### src/debug_status_pkg.sv
// Functional notes
// - Coincident other exception (not reset, NMI, refill) at debug entry sets bit 12.
// - Coincident exception updates usual exception registers, resume address gets no vector.
// - Bit 11 sets on load/store TLB fault in handler; write 0 clears, set wins.
// - Bit 10 sets on load/store bus fault in handler; write 0 clears, set wins.
// - Bit 8 is read/write step enable.
// - Stepping stays off while the handler runs.
// - Writing 1 to bit 7 resets the test port unit; bit resets to 0.
// - Bit 5 marks a debug interrupt cause.
// - Bit 4 marks an instruction address break cause.
// - Bit 3 marks a store data break cause.
// - Bit 2 marks a load data break cause.
// - Bit 1 marks a software breakpoint instruction cause.
// - Bit 0 marks a single-step exception cause.
// - Handler flag sets on debug entry, clears on debug return, masks other exceptions.
// - Only bits 11, 10, 8 and 7 take software writes.
package debug_status_pkg;

  localparam int unsigned ADDR_W = 5;
  localparam int unsigned DATA_W = 32;
  localparam int unsigned CAUSE_W = 6;

  // Coprocessor register number of the debug status word
  localparam logic [4:0] DEBUG_REG_NUM = 5'h17;

  // Field positions
  localparam int unsigned HANDLER_ACTIVE_BIT = 30;
  localparam int unsigned OTHER_EXC_BIT = 12;
  localparam int unsigned TLB_FLAG_BIT = 11;
  localparam int unsigned BUS_FLAG_BIT = 10;
  localparam int unsigned STEP_EN_BIT = 8;
  localparam int unsigned TEST_RST_BIT = 7;
  localparam int unsigned CAUSE_LSB = 0;

  // Cause vector order, bit 0 upward
  localparam int unsigned CAUSE_STEP = 0;
  localparam int unsigned CAUSE_SWBRK = 1;
  localparam int unsigned CAUSE_LOAD = 2;
  localparam int unsigned CAUSE_STORE = 3;
  localparam int unsigned CAUSE_FETCH = 4;
  localparam int unsigned CAUSE_HALT = 5;

  localparam logic [5:0] CAUSE_RESET = 6'h00;
  localparam logic [31:0] READ_RESET = 32'h0000_0000;

  // Chain targets for a coincident general exception, used by handler software
  localparam logic [31:0] CHAIN_VEC_BOOT = 32'hBFC0_0380;
  localparam logic [31:0] CHAIN_VEC_NORMAL = 32'h8000_0180;

  typedef struct packed {
    logic [5:0] cause;
  } cause_state_type;

  typedef struct packed {
    logic handler_active;
    logic other_exc;
    logic tlb_flag;
    logic bus_flag;
    logic step_en;
    logic test_rst;
    logic test_rst_pulse;
    logic step_active;
    logic regs_update;
    logic resume_load;
    logic [31:0] rdata;
  } status_state_type;

endpackage

### src/debug_cause_latch.sv
`timescale 1ns/1ps
`default_nettype none
module debug_cause_latch (
  // Clock and reset
  input wire logic clk_sys,
  input wire logic resetn,
  // Capture
  input wire logic load,
  input wire logic [5:0] cause_in,
  // Held cause
  output logic [5:0] cause_q
);

  debug_status_pkg::cause_state_type s_q, s_d;

  always_comb begin
    s_d = s_q;
    // Whole vector replaced so stale causes from an earlier entry vanish
    if (load) begin
      s_d.cause = cause_in;
    end
  end

  always_ff @(posedge clk_sys or negedge resetn) begin
    if (!resetn) begin
      s_q.cause <= debug_status_pkg::CAUSE_RESET;
    end else begin
      s_q <= s_d;
    end
  end

  assign cause_q = s_q.cause;

endmodule // debug_cause_latch
`default_nettype wire

### src/debug_status_control.sv
// The implementer's own choices: the strobed register port and the placing of the registers.
`timescale 1ns/1ps
`default_nettype none
module debug_status_control (
  // Clock and reset
  input wire logic clk_sys,
  input wire logic resetn,
  // Register port
  input wire logic [4:0] reg_addr,
  input wire logic [31:0] reg_wdata,
  input wire logic reg_wr,
  input wire logic reg_rd,
  output logic [31:0] reg_rdata,
  // Debug entry and return
  input wire logic debug_entry_req,
  input wire logic debug_return_instruction,
  // Cause of the entering debug exception
  input wire logic cause_step,
  input wire logic cause_software_break,
  input wire logic cause_load_break,
  input wire logic cause_store_break,
  input wire logic cause_fetch_break,
  input wire logic cause_halt_interrupt,
  // Exception raised in the same cycle as the debug exception
  input wire logic other_exc_pending,
  input wire logic other_exc_is_reset,
  input wire logic other_exc_is_nmi,
  input wire logic other_exc_is_refill,
  // Load/store faults
  input wire logic ls_translation_fault,
  input wire logic ls_bus_fault,
  // Control outputs
  output logic handler_active_flag,
  output logic exception_mask,
  output logic step_active,
  output logic test_port_reset,
  output logic exc_regs_update,
  output logic resume_address_load,
  output logic [5:0] cause_status
);

  debug_status_pkg::status_state_type s_q, s_d;

  logic reg_hit;
  logic wr_hit;
  logic rd_hit;
  logic entry_take;
  logic return_take;
  logic other_coincident;
  logic tlb_set;
  logic bus_set;
  logic [5:0] cause_vec;
  logic [5:0] cause_q;
  logic [31:0] read_word;

  assign reg_hit = (reg_addr == debug_status_pkg::DEBUG_REG_NUM);
  assign wr_hit = reg_wr && reg_hit;
  assign rd_hit = reg_rd && reg_hit;

  // Nested debug exceptions are masked while the handler runs
  assign entry_take = debug_entry_req && !s_q.handler_active;
  assign return_take = debug_return_instruction && s_q.handler_active;

  // Reset, NMI and refill have their own status bits outside this half
  assign other_coincident = other_exc_pending && !other_exc_is_reset
    && !other_exc_is_nmi && !other_exc_is_refill;

  assign tlb_set = ls_translation_fault && s_q.handler_active;
  assign bus_set = ls_bus_fault && s_q.handler_active;

  always_comb begin
    cause_vec = 6'h00;
    cause_vec[debug_status_pkg::CAUSE_STEP] = cause_step;
    cause_vec[debug_status_pkg::CAUSE_SWBRK] = cause_software_break;
    cause_vec[debug_status_pkg::CAUSE_LOAD] = cause_load_break;
    cause_vec[debug_status_pkg::CAUSE_STORE] = cause_store_break;
    cause_vec[debug_status_pkg::CAUSE_FETCH] = cause_fetch_break;
    cause_vec[debug_status_pkg::CAUSE_HALT] = cause_halt_interrupt;
  end

  debug_cause_latch u_cause (
    .clk_sys(clk_sys),
    .resetn(resetn),
    .load(entry_take),
    .cause_in(cause_vec),
    .cause_q(cause_q)
  );

  // Read image; bits 9 and 6 and everything unnamed stay zero
  always_comb begin
    read_word = debug_status_pkg::READ_RESET;
    read_word[debug_status_pkg::HANDLER_ACTIVE_BIT] = s_q.handler_active;
    read_word[debug_status_pkg::OTHER_EXC_BIT] = s_q.other_exc;
    read_word[debug_status_pkg::TLB_FLAG_BIT] = s_q.tlb_flag;
    read_word[debug_status_pkg::BUS_FLAG_BIT] = s_q.bus_flag;
    read_word[debug_status_pkg::STEP_EN_BIT] = s_q.step_en;
    read_word[debug_status_pkg::TEST_RST_BIT] = s_q.test_rst;
    read_word[debug_status_pkg::CAUSE_LSB +: debug_status_pkg::CAUSE_W] = cause_q;
  end

  always_comb begin
    s_d = s_q;
    s_d.test_rst_pulse = 1'b0;
    s_d.regs_update = 1'b0;
    s_d.resume_load = 1'b0;

    if (entry_take) begin
      s_d.handler_active = 1'b1;
      s_d.other_exc = other_coincident;
      // Usual registers updated for a coincident exception only; resume address takes the faulting PC
      s_d.regs_update = other_coincident;
      s_d.resume_load = 1'b1;
    end else if (return_take) begin
      s_d.handler_active = 1'b0;
    end

    // Only four fields take writes; the rest are read-only
    if (wr_hit) begin
      s_d.tlb_flag = s_q.tlb_flag && reg_wdata[debug_status_pkg::TLB_FLAG_BIT];
      s_d.bus_flag = s_q.bus_flag && reg_wdata[debug_status_pkg::BUS_FLAG_BIT];
      s_d.step_en = reg_wdata[debug_status_pkg::STEP_EN_BIT];
      s_d.test_rst = reg_wdata[debug_status_pkg::TEST_RST_BIT];
      s_d.test_rst_pulse = reg_wdata[debug_status_pkg::TEST_RST_BIT];
    end

    // Hardware set after the write so a fault in the clearing cycle is kept
    if (tlb_set) begin
      s_d.tlb_flag = 1'b1;
    end
    if (bus_set) begin
      s_d.bus_flag = 1'b1;
    end

    // Derived from next state so the output never lags the flag
    s_d.step_active = s_d.step_en && !s_d.handler_active;

    s_d.rdata = rd_hit ? read_word : debug_status_pkg::READ_RESET;
  end

  always_ff @(posedge clk_sys or negedge resetn) begin
    if (!resetn) begin
      s_q <= '0;
    end else begin
      s_q <= s_d;
    end
  end

  assign reg_rdata = s_q.rdata;
  assign handler_active_flag = s_q.handler_active;
  // Interrupts, NMI, TLB and bus faults are held off by the core while set
  assign exception_mask = s_q.handler_active;
  assign step_active = s_q.step_active;
  assign test_port_reset = s_q.test_rst_pulse;
  assign exc_regs_update = s_q.regs_update;
  assign resume_address_load = s_q.resume_load;
  assign cause_status = cause_q;
endmodule // debug_status_control
`default_nettype wire

### config.mk
export PLATFORM = sky130hd
export DESIGN_NAME = debug_status_control
export DESIGN_NICKNAME = d
export VERILOG_FILES = /design/src/debug_status_pkg.sv /design/src/debug_cause_latch.sv /design/src/debug_status_control.sv
export SDC_FILE = /design/constraint.sdc
export NUM_CORES = 1
export LEC_CHECK = 0
export ABC_CLOCK_PERIOD_IN_PS = 2000
export BUFFER_PORTS_ARGS = -buffer_cell sky130_fd_sc_hd__buf_2
export CAP_MARGIN = 25
export CORE_MARGIN = 4
export CORE_UTILIZATION = 27
export DETAILED_ROUTE_END_ITERATION = 16
export GPL_TIMING_DRIVEN = 0
export SLEW_MARGIN = 20
export SYNTH_ARGS = -nofsm -noshare
export SYNTH_HDL_FRONTEND = slang
export SYNTH_SLANG_ARGS = --single-unit
### constraint.sdc
create_clock -name clk_sys -period 2 [get_ports clk_sys]
set_input_delay 0.3 -clock clk_sys [delete_from_list [all_inputs] [get_ports clk_sys]]
set_output_delay 0.3 -clock clk_sys [all_outputs]
set_load 0.01 [all_outputs]
## Word-level counts from Yosys, hierarchy flattened

Index checks and enable logic that the tools add are counted.

- Bits of input ports: 55
- Memories: 0
- Output and inout port bits: 44
- Flip-flop bits (word level): 47
- Latch bits: 0
- Bits in read-only memories: 0
- RAM bits: 0
- Logic and storage cells: 39

- Shift-type cells: 0
- Bitwise operators: 0
- Order comparisons: 0
- Reduce and logical (&&, ||, !) cells: 19
- Divide/modulo/power cells: 0
- $mul: 0
- Add/sub/neg operators: 0
- Multiplexer cells: 7
- Equal/unequal tests: 1

Operator list:

| kind | count |
|---|---|
| 31-bit 2-to-1 mux | 1 |
| 1-bit logical AND | 12 |
| 5-bit equality test, second input constant | 1 |
| 1-bit zero test | 5 |
| 5-bit 2-to-1 mux | 1 |
| 1-bit 2-to-1 mux | 4 |
| 2-bit nonzero test | 2 |
| 2-bit 2-to-1 mux | 1 |

## Longest topological paths before layout

Gate-level depths: netlist of the first run.

- Depth after elaboration: 5
- Depth in mapped cells: 4
- Gate-level depth less buffers: 4

## Hierarchy

A second synthesis of the first run with hierarchy kept.

- Cells, all modules: 94
- Area total of the unflattened synthesis: 1260.0 um^2

By module, submodules not included:

| module | area each (um^2) | times used | cells each |
|---|---|---|---|
| debug_status_control | 1008.5 | 1 | 81 |
| debug_cause_latch | 251.5 | 1 | 13 |

## Least setup slack after synthesis of the first run

No wires, ideal clock.

- Path kind: input to register
- From: input reg_addr[3]
- To: register s_q (netlist bit read_word[7])
- Stages on the path: 3
- Slack: 0.918 ns
- Path buffers: 0
- Setup time: 0.128 ns
- Arrival time: 0.955 ns
- Path through: nand4b_4 nor2_4 mux2_1

- Longest elaborated chain between the ends: 2

Ends and longest elaborated chain:

| element | RTL line | source |
|---|---|---|
| start, declared | debug_status_control.sv:9 | `input wire logic [4:0] reg_addr,` |
| 5-bit equality test | debug_status_control.sv:56 | `assign reg_hit = (reg_addr == debug_status_pkg::DEBUG_REG_NUM);` |
| 1-bit logical AND | debug_status_control.sv:57 | `assign wr_hit = reg_wr && reg_hit;` |
| end signal, assigned | debug_status_control.sv:142 | `s_q <= '0;` |
| end signal, assigned | debug_status_control.sv:144 | `s_q <= s_d;` |
| end, declared | debug_status_control.sv:42 | `debug_status_pkg::status_state_type s_q, s_d;` |

Every way passes these cells.
A chain may end at the register's enable or synchronous reset.

## Worst setup path in the final report of the first run

- From: register s_q (netlist bit exception_mask)
- To: output handler_active_flag

RTL lines:

| element | RTL line | source |
|---|---|---|
| end, declared | debug_status_control.sv:33 | `output logic handler_active_flag,` |

No word-level cell between the ends.

==> impl_metrics.env, run 1 <==
export IMPL_synth_most_common_cell="dfrtp_1"
export IMPL_synth_avg_cell_area_um2=11.4
export IMPL_dieWidth_um=76.8
export IMPL_cts_root_buf="clkbuf_8"
export IMPL_synth_commonest_cells="28 x dfrtp_1, 27 x buf_4, 25 x nand2_1"
export IMPL_fmax_mhz=750
export IMPL_status="finished clean"
export IMPL_detail_route_first_pass_iterations=3
export IMPL_endpoint_kind="primary output"
export IMPL_io_pins=99
export IMPL_ys_ff_latch=28
export IMPL_p_leak_nw=1.02
export IMPL_dieArea_um2=5900
export IMPL_clock_skew_ns=0.00327
export IMPL_multi_input_area_um2=417
export IMPL_crit_chain="buf_4 > buf_2"
export IMPL_cts_hold_buf=0
export IMPL_worstRegToRegCells=4
export IMPL_cp_arrival_ns=1.03
export IMPL_die_h_um=76.8
export IMPL_ir_drop_uv=260
export IMPL_netlist_area_um2=1280
export IMPL_crit_required_ns=1.70
export IMPL_final_cell_count_no_fill=237
export IMPL_clock_latency_ns=0.27
export IMPL_ff_latch_area_um2=701
export IMPL_synth_edf_count=0
export IMPL_drive_gt1_frac=0.486
export IMPL_wl_per_cell_um=10.2
export IMPL_drc=0
export IMPL_r2r_end="step_active"
export IMPL_netlist_top_cell_by_area="dfrtp_1"
export IMPL_grt_pass1_wl_mm=4.07
export IMPL_crit_type="reg2out"
export IMPL_rsz0062_at_grt="false"
export IMPL_post_route_period_util=0.667
export IMPL_syn_inst=112
export IMPL_grt_max_degree=29
export IMPL_drt_iter0_markers=7
export IMPL_yosysTopAreaCellShare=0.548
export IMPL_nFillCells=442
export IMPL_postCtsSetupBuffers=0
export IMPL_grt_overflow_total=0
export IMPL_seq_area_frac_synth=0.548
export IMPL_ys_types=21
export IMPL_cellPowerDensity_nw_per_um2=719
export IMPL_grtUsageTotal=0.0870
export IMPL_grt_pass1_vias=917
export IMPL_start_util=0.286
export IMPL_critPathMaxStageDelay_ns=0.47
export IMPL_dpl_hpwl_mm=2.02
export IMPL_setup_tns_ns=0
export IMPL_post_cts_resized=0
export IMPL_diodes=0
export IMPL_clk_pin_slew_ns=0.09
export IMPL_vias_per_cell=3.55
export IMPL_fin_crit_ns=1.33
export IMPL_clock_sinks=28
export IMPL_grt_antenna_before_repair=0
export IMPL_slowest_stage="dfrtp_1"
export IMPL_cp_top_family="flip-flops"
export IMPL_tightestPinTransition_ns=0.607
export IMPL_ys_warn_count=0
export IMPL_cts_buffers=3
export IMPL_synth_ff_type="dfrtp_1"
export IMPL_slew_viol_final=0
export IMPL_htreeDepth=1
export IMPL_final_hold_violation_count=0
export IMPL_cp_max_fo=7
export IMPL_ant_nets=0
export IMPL_min_path_type="in2async"
export IMPL_routed_wl_mm=2.43
export IMPL_coreArea_um2=4470
export IMPL_critPathBufInv=2
export IMPL_slew_headroom=0.596
export IMPL_startpoint_type="flop"
export IMPL_r2r_start="exception_mask"
export IMPL_async_flop_share=1.00
export IMPL_gp_congestion=0.707
export IMPL_cap_violations=0
export IMPL_vias=841
export IMPL_cts_tree="built"
export IMPL_setup_violations=0
export IMPL_dp_cells=233
export IMPL_regToRegSetupSlack_ns=0.87
export IMPL_clock_path_buffers=2
export IMPL_port_buffers=50
export IMPL_fin_util=0.384
export IMPL_rows=24
export IMPL_netlist_top_cells_area="dfrtp_1 55%, buf_4 16%, nand2_1 7.3%"
export IMPL_nNetsFinal=241
export IMPL_syn2layout_area_growth_pct=34.6
-- kinds of logic (layout without fill, tap and decap cells) --
group                  after synthesis  after routing  synth area share
buffers and inverters               30             84             0.181
multiplexers                         3              3            0.0255
other                                1             20           0.00294
AND/OR/NAND/NOR                     47             47             0.224
AO/OA/AOI/OAI                        3              3            0.0176
flip-flops                          28             28             0.548
-- cell type report --
cell class,count,share of cell area
Multi-Input combinational cell,73,0.242
Sequential cell,28,0.408
Inverter,1,0.00218
Timing Repair Buffer,50,0.146
Buffer,29,0.132
Clock buffer,4,0.0320
Tap cell,52,0.0378
-- per-stage QoR --
step | hold WS (ns) | worst slack (ns) | area, um2 | power, mW
4_1_cts | 0.0521 | 0.646 | 1720 | 1.25
2_1_floorplan | 0.00441 | 0.918 | 1350 | 0.815
6_report | 0.0310 | 0.666 | 1720 | 1.24
3_3_place_gp | 0.346 | 0.761 | 1660 | 0.909
5_1_grt | 0.0611 | 0.600 | 1720 | 1.31
3_5_place_dp | 0.352 | 0.753 | 1660 | 0.914
-- how the worst max path moves through the flow --
stage	start	to	cells past startpoint
global route	exception_mask	handler_active_flag	2
detailed placement	reg_addr[3]	read_word[8]	4
global placement	reg_addr[3]	read_word[8]	4
CTS	exception_mask	handler_active_flag	2
finish	exception_mask	handler_active_flag	2
floorplan	reg_addr[3]	read_word[7]	3
-- where the power goes --
part           internal (mW)  total (mW)  switching, mW
combinational          0.136       0.258          0.122
sequential             0.611       0.640         0.0288
clock                  0.176       0.338          0.163
total                  0.922        1.24          0.314
-- routing by layer --
| layer | GRT usage | up-vias | share of wire |
|---|---|---|---|
| met1 | 0.116 | 343 | 0.47 |
| met5 | 0 | - | 0 |
| met2 | 0.125 | 50 | 0.43 |
| met3 | 0.0316 | 2 | 0.091 |
| met4 | 0.0380 | 0 | 0.0070 |
| li1 | - | 446 | - |
-- sequential cells by signal, summed over array words and instances (netlist names) --
signal,cells
read_word,5
exc_regs_update,1
test_port_reset,1
resume_address_load,1
step_active,1
exception_mask,1
u_cause.cause_q,6
reg_rdata,12
-- placed cells by master (no fill, tap or decap), drive strengths merged --
| cell | instances |
|---|---|
| buf | 78 |
| dfrtp | 28 |
| nand2 | 25 |
| conb | 20 |
| and2 | 13 |
| clkbuf | 5 |
| nor2 | 2 |
| mux2 | 2 |
| o31ai | 2 |
| nand2b | 2 |
| nand3 | 2 |
| nand4b | 1 |
| or2b | 1 |
| mux2i | 1 |
| inv | 1 |
| nor4 | 1 |
| a21o | 1 |
-- worst register-to-register path: cells and delay by family, from the launching register on --
family	cells	cell delay, ns
flip-flops	1	0.49
AND/OR/NAND/NOR	2	0.28
buffers and inverters	1	0.17
multiplexers	1	0.13
Note: power is estimated with default switching activity, not from simulation.
==> inputs of run 2 (changes only) <==
--- a/config.mk
+++ b/config.mk
@@ -5,7 +5,7 @@
 export SDC_FILE = /design/constraint.sdc
 export NUM_CORES = 1
 export LEC_CHECK = 0
-export ABC_CLOCK_PERIOD_IN_PS = 2000
+export ABC_CLOCK_PERIOD_IN_PS = 1300
 export BUFFER_PORTS_ARGS = -buffer_cell sky130_fd_sc_hd__buf_2
 export CAP_MARGIN = 25
 export CORE_MARGIN = 4
==> constraint.sdc (replaced) <==
create_clock -name clk_sys -period 1.3 [get_ports clk_sys]
set_input_delay 0.195 -clock clk_sys [delete_from_list [all_inputs] [get_ports clk_sys]]
set_output_delay 0.195 -clock clk_sys [all_outputs]
set_load 0.01 [all_outputs]
==> run 2 against run 1 <==
Against the previous run:
- clock skew is the same
- non-clock buffer count grew 1
- critical path type unchanged
- highest routed layer unchanged
- clock power grew 54%
- final cell count grew 0.42%
- final area grew 0.58%
- worst setup slack lost 0.59 ns
==> impl_metrics.env, run 2 (synthesis results as in run 1) <==
export IMPL_status="finished clean"
export IMPL_grtUsageTotal=0.0868
export IMPL_critPathMaxStageDelay_ns=0.47
export IMPL_syn2layout_area_growth_pct=35.4
export IMPL_ant_nets=0
export IMPL_final_area_um2=1730
export IMPL_diodes=0
export IMPL_port_buffers=50
export IMPL_tightestPinTransition_ns=0.608
export IMPL_coreArea_um2=4470
export IMPL_post_route_period_util=0.946
export IMPL_switching_share=0.254
export IMPL_setup_tns_ns=0
export IMPL_final_cell_count_no_fill=238
export IMPL_fmax_mhz=814
export IMPL_crit_type="reg2out"
export IMPL_clkPwrFrac=0.273
export IMPL_dp_cells=233
export IMPL_largest_reg_flops=12
export IMPL_vias_per_cell=3.54
export IMPL_ir_drop_uv=400
export IMPL_dieWidth_um=76.8
export IMPL_clock_latency_ns=0.27
export IMPL_clk_pin_slew_ns=0.09
export IMPL_vias=843
export IMPL_grt_pass1_vias=914
export IMPL_slew_viol_final=0
export IMPL_crit_required_ns=1.11
export IMPL_cts_root_buf="clkbuf_8"
export IMPL_clock_sinks=28
export IMPL_p_switching_mw=0.483
export IMPL_fin_crit_ns=1.23
export IMPL_detail_route_first_pass_iterations=3
export IMPL_postCtsSetupBuffers=0
export IMPL_drt_iter0_markers=6
export IMPL_routed_wl_mm=2.43
export IMPL_rsz0062_at_grt="false"
export IMPL_clock_path_buffers=2
export IMPL_grt_antenna_before_repair=0
export IMPL_final_hold_violation_count=0
export IMPL_p_int_mw=1.42
export IMPL_cellPowerDensity_nw_per_um2=1100
export IMPL_cp_top_family="flip-flops"
export IMPL_drive_gt1_frac=0.484
export IMPL_endpoint_kind="primary output"
export IMPL_p_leak_nw=1.02
export IMPL_drc=0
export IMPL_final_common_cell="buf_2"
export IMPL_cap_violations=0
export IMPL_cts_tree="built"
export IMPL_dpl_cell_area_um2=1660
export IMPL_cp_max_fo=7
export IMPL_slowest_stage="dfrtp_1"
export IMPL_cp_arrival_ns=1.03
export IMPL_dieArea_um2=5900
export IMPL_start_util=0.286
export IMPL_nNetsFinal=242
export IMPL_htreeDepth=1
export IMPL_critPathBufInv=2
export IMPL_layout_common_cells="50 x buf_2, 28 x dfrtp_1, 27 x buf_4, 25 x nand2_1, 20 x conb_1"
export IMPL_pwr_share_comb=0.210
export IMPL_grt_pass1_wl_mm=4.06
export IMPL_grt_overflow_total=0
export IMPL_crit_chain="buf_4 > buf_2"
export IMPL_io_pins=99
export IMPL_clock_skew_ns=0.00327
export IMPL_slew_headroom=0.594
export IMPL_dpl_hpwl_mm=2.02
export IMPL_whs_ns=0.107
export IMPL_gp_congestion=0.707
export IMPL_cts_buffers=3
export IMPL_grt_max_degree=29
export IMPL_rows=24
export IMPL_die_h_um=76.8
export IMPL_wl_per_cell_um=10.2
export IMPL_seq_power_share=0.517
export IMPL_setup_violations=0
export IMPL_startpoint_type="flop"
export IMPL_min_path_type="in2reg"
export IMPL_fin_total_pwr_mw=1.90
run 2: cell types whose count changed in the layout (fill, tap and decap cells not counted), sizes merged:
cell | previous run | this run
dlygate4sd3 | 0 | 1
run 2: final cells by class:
class,instances,area [um2]
plain buffers,29,228
repair buffers,51,260
well taps,52,65.1
flip-flops and latches,28,701
clock buffers,4,55.1
fillers,441,2750
multi-input cells,73,417
inverters,1,3.75
run 2: power by group through the flow:
| stage | Combinational (mW) | Clock, mW | Sequential (mW) |
|---|---|---|---|
| 3_3_place_gp | 0.395 | 0 | 1.00 |
| 5_1_grt | 0.448 | 0.575 | 0.995 |
| 4_1_cts | 0.405 | 0.538 | 0.986 |
| 3_5_place_dp | 0.402 | 0 | 1.00 |
| 6_report | 0.400 | 0.521 | 0.984 |
| 2_1_floorplan | 0.255 | 0 | 0.999 |
run 2: what timing repair did:
| item | in CTS | in global routing |
|---|---|---|
| resized for setup | 0 | 0 |
| hold buffers | 1 | 0 |
| endpoints found under the hold margin | 28 | 0 |
run 2: metrics by stage:
| stage | util | setup slack, ns |
|---|---|---|
| after floorplan | - | 0.254 |
| after global placement | 0.372 | 0.166 |
| after detailed placement | 0.372 | 0.158 |
| after CTS | 0.386 | 0.0510 |
| after global routing | 0.386 | 0.00496 |
| final | 0.386 | 0.0708 |
run 2: path summary, 6_finish.rpt:
| path | endpoint | slack [ns] | startpoint | cells past startpoint |
|---|---|---|---|---|
| min in group asynchronous | reg_rdata[2] | 0.46 | resetn | 2 |
| hold reg to reg | read_word[12] | 0.47 | read_word[12] | 1 |
| hold / removal | exc_regs_update | 0.11 | other_exc_is_nmi | 2 |
| max in group asynchronous | read_word[10] | 0.44 | resetn | 2 |
| setup reg to reg | step_active | 0.17 | exception_mask | 4 |
| setup / recovery | handler_active_flag | 0.07 | exception_mask | 2 |
run 2: routing by layer:
layer | vias to the layer above | part of all wire | wire (um) | track usage
met4 | 0 | 0.0070 | 17 | 0.0380
met2 | 50 | 0.43 | 1050 | 0.125
li1 | 448 | - | - | -
met1 | 343 | 0.47 | 1140 | 0.117
met3 | 2 | 0.090 | 220 | 0.0304
met5 | - | 0 | 0 | 0
==> inputs of run 3 (changes only) <==
--- a/config.mk
+++ b/config.mk
@@ -5,13 +5,14 @@
 export SDC_FILE = /design/constraint.sdc
 export NUM_CORES = 1
 export LEC_CHECK = 0
-export ABC_CLOCK_PERIOD_IN_PS = 1300
+export ABC_CLOCK_PERIOD_IN_PS = 1000
 export BUFFER_PORTS_ARGS = -buffer_cell sky130_fd_sc_hd__buf_2
 export CAP_MARGIN = 25
 export CORE_MARGIN = 4
 export CORE_UTILIZATION = 27
 export DETAILED_ROUTE_END_ITERATION = 16
 export GPL_TIMING_DRIVEN = 0
+export REMOVE_ABC_BUFFERS = 1
 export SLEW_MARGIN = 20
 export SYNTH_ARGS = -nofsm -noshare
 export SYNTH_HDL_FRONTEND = slang
==> constraint.sdc (replaced) <==
create_clock -name clk_sys -period 1 [get_ports clk_sys]
set_input_delay 0.15 -clock clk_sys [delete_from_list [all_inputs] [get_ports clk_sys]]
set_output_delay 0.15 -clock clk_sys [all_outputs]
set_load 0.005 [all_outputs]
==> run 3 against run 2 <==
Against the previous run:
- the flow now finishes with violations (setup timing)
- clock skew is essentially flat
- non-clock buffer count shrank 26
- register-to-register slack lost 0.21 ns
- flip-flop and latch count is the same
- sequential power grew 30%
- utilization shrank 4.1 points
- critical path depth grew 1
- clock power grew 33%
- final area shrank 11%
- clock-buffer cell count is the same
- first-iteration DRC count grew to 4.7 times the previous value
- critical endpoint is now read_word[12]
- largest power group unchanged
==> impl_metrics.env, run 3 (synthesis results as in run 1) <==
export IMPL_status="finished, violations left"
export IMPL_violations="setup timing"
export IMPL_clk_pin_slew_ns=0.09
export IMPL_syn2layout_area_growth_pct=21.0
export IMPL_grt_pass1_vias=814
export IMPL_fin_ws_ns=-0.0412
export IMPL_drt_iter0_markers=28
export IMPL_worstRegToRegCells=3
export IMPL_dpl_cell_area_um2=1440
export IMPL_cp_arrival_ns=1.26
export IMPL_dpl_hpwl_mm=1.86
export IMPL_grt_antenna_before_repair=0
export IMPL_layout_common_cells="49 x buf_2, 27 x dfrtp_1, 25 x nand2_1, 20 x conb_1, 12 x and2_1"
export IMPL_r2r_end="read_word[12]"
export IMPL_endpoint_kind="flop"
export IMPL_hold_path_end="exc_regs_update"
export IMPL_ir_drop_uv=467
export IMPL_cp_max_fo=6
export IMPL_grtUsageTotal=0.0836
export IMPL_crit_required_ns=1.22
export IMPL_grt_pass1_wl_mm=3.82
export IMPL_vias=842
export IMPL_drc=0
export IMPL_grt_max_degree=29
export IMPL_setup_violations=8
export IMPL_final_common_cell="buf_2"
export IMPL_min_from="other_exc_is_nmi"
export IMPL_fin_crit_ns=1.04
export IMPL_rsz0062_at_grt="true"
export IMPL_p_leak_nw=0.886
export IMPL_grt_overflow_total=0
export IMPL_cellPowerDensity_nw_per_um2=1510
export IMPL_nNetsFinal=216
export IMPL_cts_buffers=3
export IMPL_min_path_type="in2reg"
export IMPL_whs_ns=0.0558
export IMPL_crit_type="reg2reg"
export IMPL_startpoint_type="flop"
export IMPL_dieWidth_um=76.8
export IMPL_wl_met3_um=203
export IMPL_fin_total_pwr_mw=2.34
export IMPL_preCtsSetupSlack_ns=-0.159
export IMPL_routed_wl_mm=2.46
export IMPL_drive_gt1_frac=0.413
export IMPL_largest_reg_flops=12
export IMPL_nFillCells=459
export IMPL_critPathMaxStageDelay_ns=0.45
export IMPL_gp_congestion=0.745
export IMPL_post_route_period_util=1.04
export IMPL_vias_per_cell=3.97
export IMPL_die_h_um=76.8
export IMPL_wl_met2_mm=1.31
export IMPL_clock_skew_ns=0.00327
export IMPL_wl_per_cell_um=11.6
export IMPL_rows=24
export IMPL_cts_root_buf="clkbuf_8"
export IMPL_regToRegSetupSlack_ns=-0.04
export IMPL_whs_path_depth=2
export IMPL_slew_viol_final=0
export IMPL_r2r_start="exception_mask"
export IMPL_crit_chain="nand2b_4 > nor4_4 > a21o_1"
export IMPL_top_layer="met4"
export IMPL_fmax_mhz=960
export IMPL_clock_latency_ns=0.27
export IMPL_htreeDepth=1
export IMPL_clock_path_buffers=2
export IMPL_clock_sinks=28
export IMPL_ant_nets=0
export IMPL_coreArea_um2=4470
export IMPL_final_hold_violation_count=0
export IMPL_fin_util=0.345
export IMPL_slowest_stage="dfrtp_2"
export IMPL_dieArea_um2=5900
export IMPL_start_util=0.286
export IMPL_wl_met1_um=893
export IMPL_port_buffers=50
export IMPL_final_area_um2=1550
export IMPL_io_pins=99
export IMPL_cap_violations=0
export IMPL_detail_route_first_pass_iterations=4
export IMPL_diodes=0
export IMPL_cts_tree="built"
==> run 3: final cells by class <==
class                           instances  area (um2)  share of cell area
Multi-Input combinational cell         73         422               0.273
Tap cell                               52        65.1              0.0421
Timing Repair Buffer                   54         298               0.193
Sequential cell                        28         702               0.454
Inverter                                1        3.75             0.00243
Clock buffer                            4        55.1              0.0356
==> run 3: worst max-delay path by stage <==
| stage | cells past startpoint | slack (ns) | end | startpoint |
|---|---|---|---|---|
| CTS | 3 | -0.08 | read_word[12] | exception_mask |
| global route | 3 | -0.14 | read_word[12] | exception_mask |
| detailed placement | 4 | -0.16 | u_cause.cause_q[5] | exception_mask |
| floorplan | 3 | -0.02 | read_word[12] | exception_mask |
| finish | 3 | -0.04 | read_word[12] | exception_mask |
| global placement | 4 | -0.16 | u_cause.cause_q[5] | exception_mask |
==> run 3: critical path: cells and delay by family (launching register included) <==
kind            cells  cell delay [ns]
flops               1             0.45
compound gates      1             0.11
simple gates        2             0.43
==> run 3: power by group <==
group          internal [mW]  switching (mW)  leakage (nW)  total [mW]
clock                  0.352           0.341        0.0288       0.693
combinational          0.178           0.187         0.494       0.365
sequential              1.22          0.0558         0.363        1.28
==> run 3: per-stage QoR <==
stage                     TNS (ns)  instances
after global routing         -1.19        212
after global placement       -1.39        204
after floorplan            -0.0168        102
after CTS                   -0.510        212
final                       -0.254        212
after detailed placement     -1.51        204
==> run 3: what timing repair did <==
action / CTS / global route
resized for setup: 2 / 1
gates cloned: 0 / 0
endpoints found under the setup margin: 12 / 16
setup buffers: 3 / 0
pin swaps: 1 / 0
hold endpoints to repair: 28 / 0
hold buffers: 1 / 0
==> run 3: metal layers <==
layer,up-vias,global-route usage
met5,-,0
met1,399,0.0825
li1,401,-
met2,38,0.155
met3,4,0.0222
met4,0,0.0489
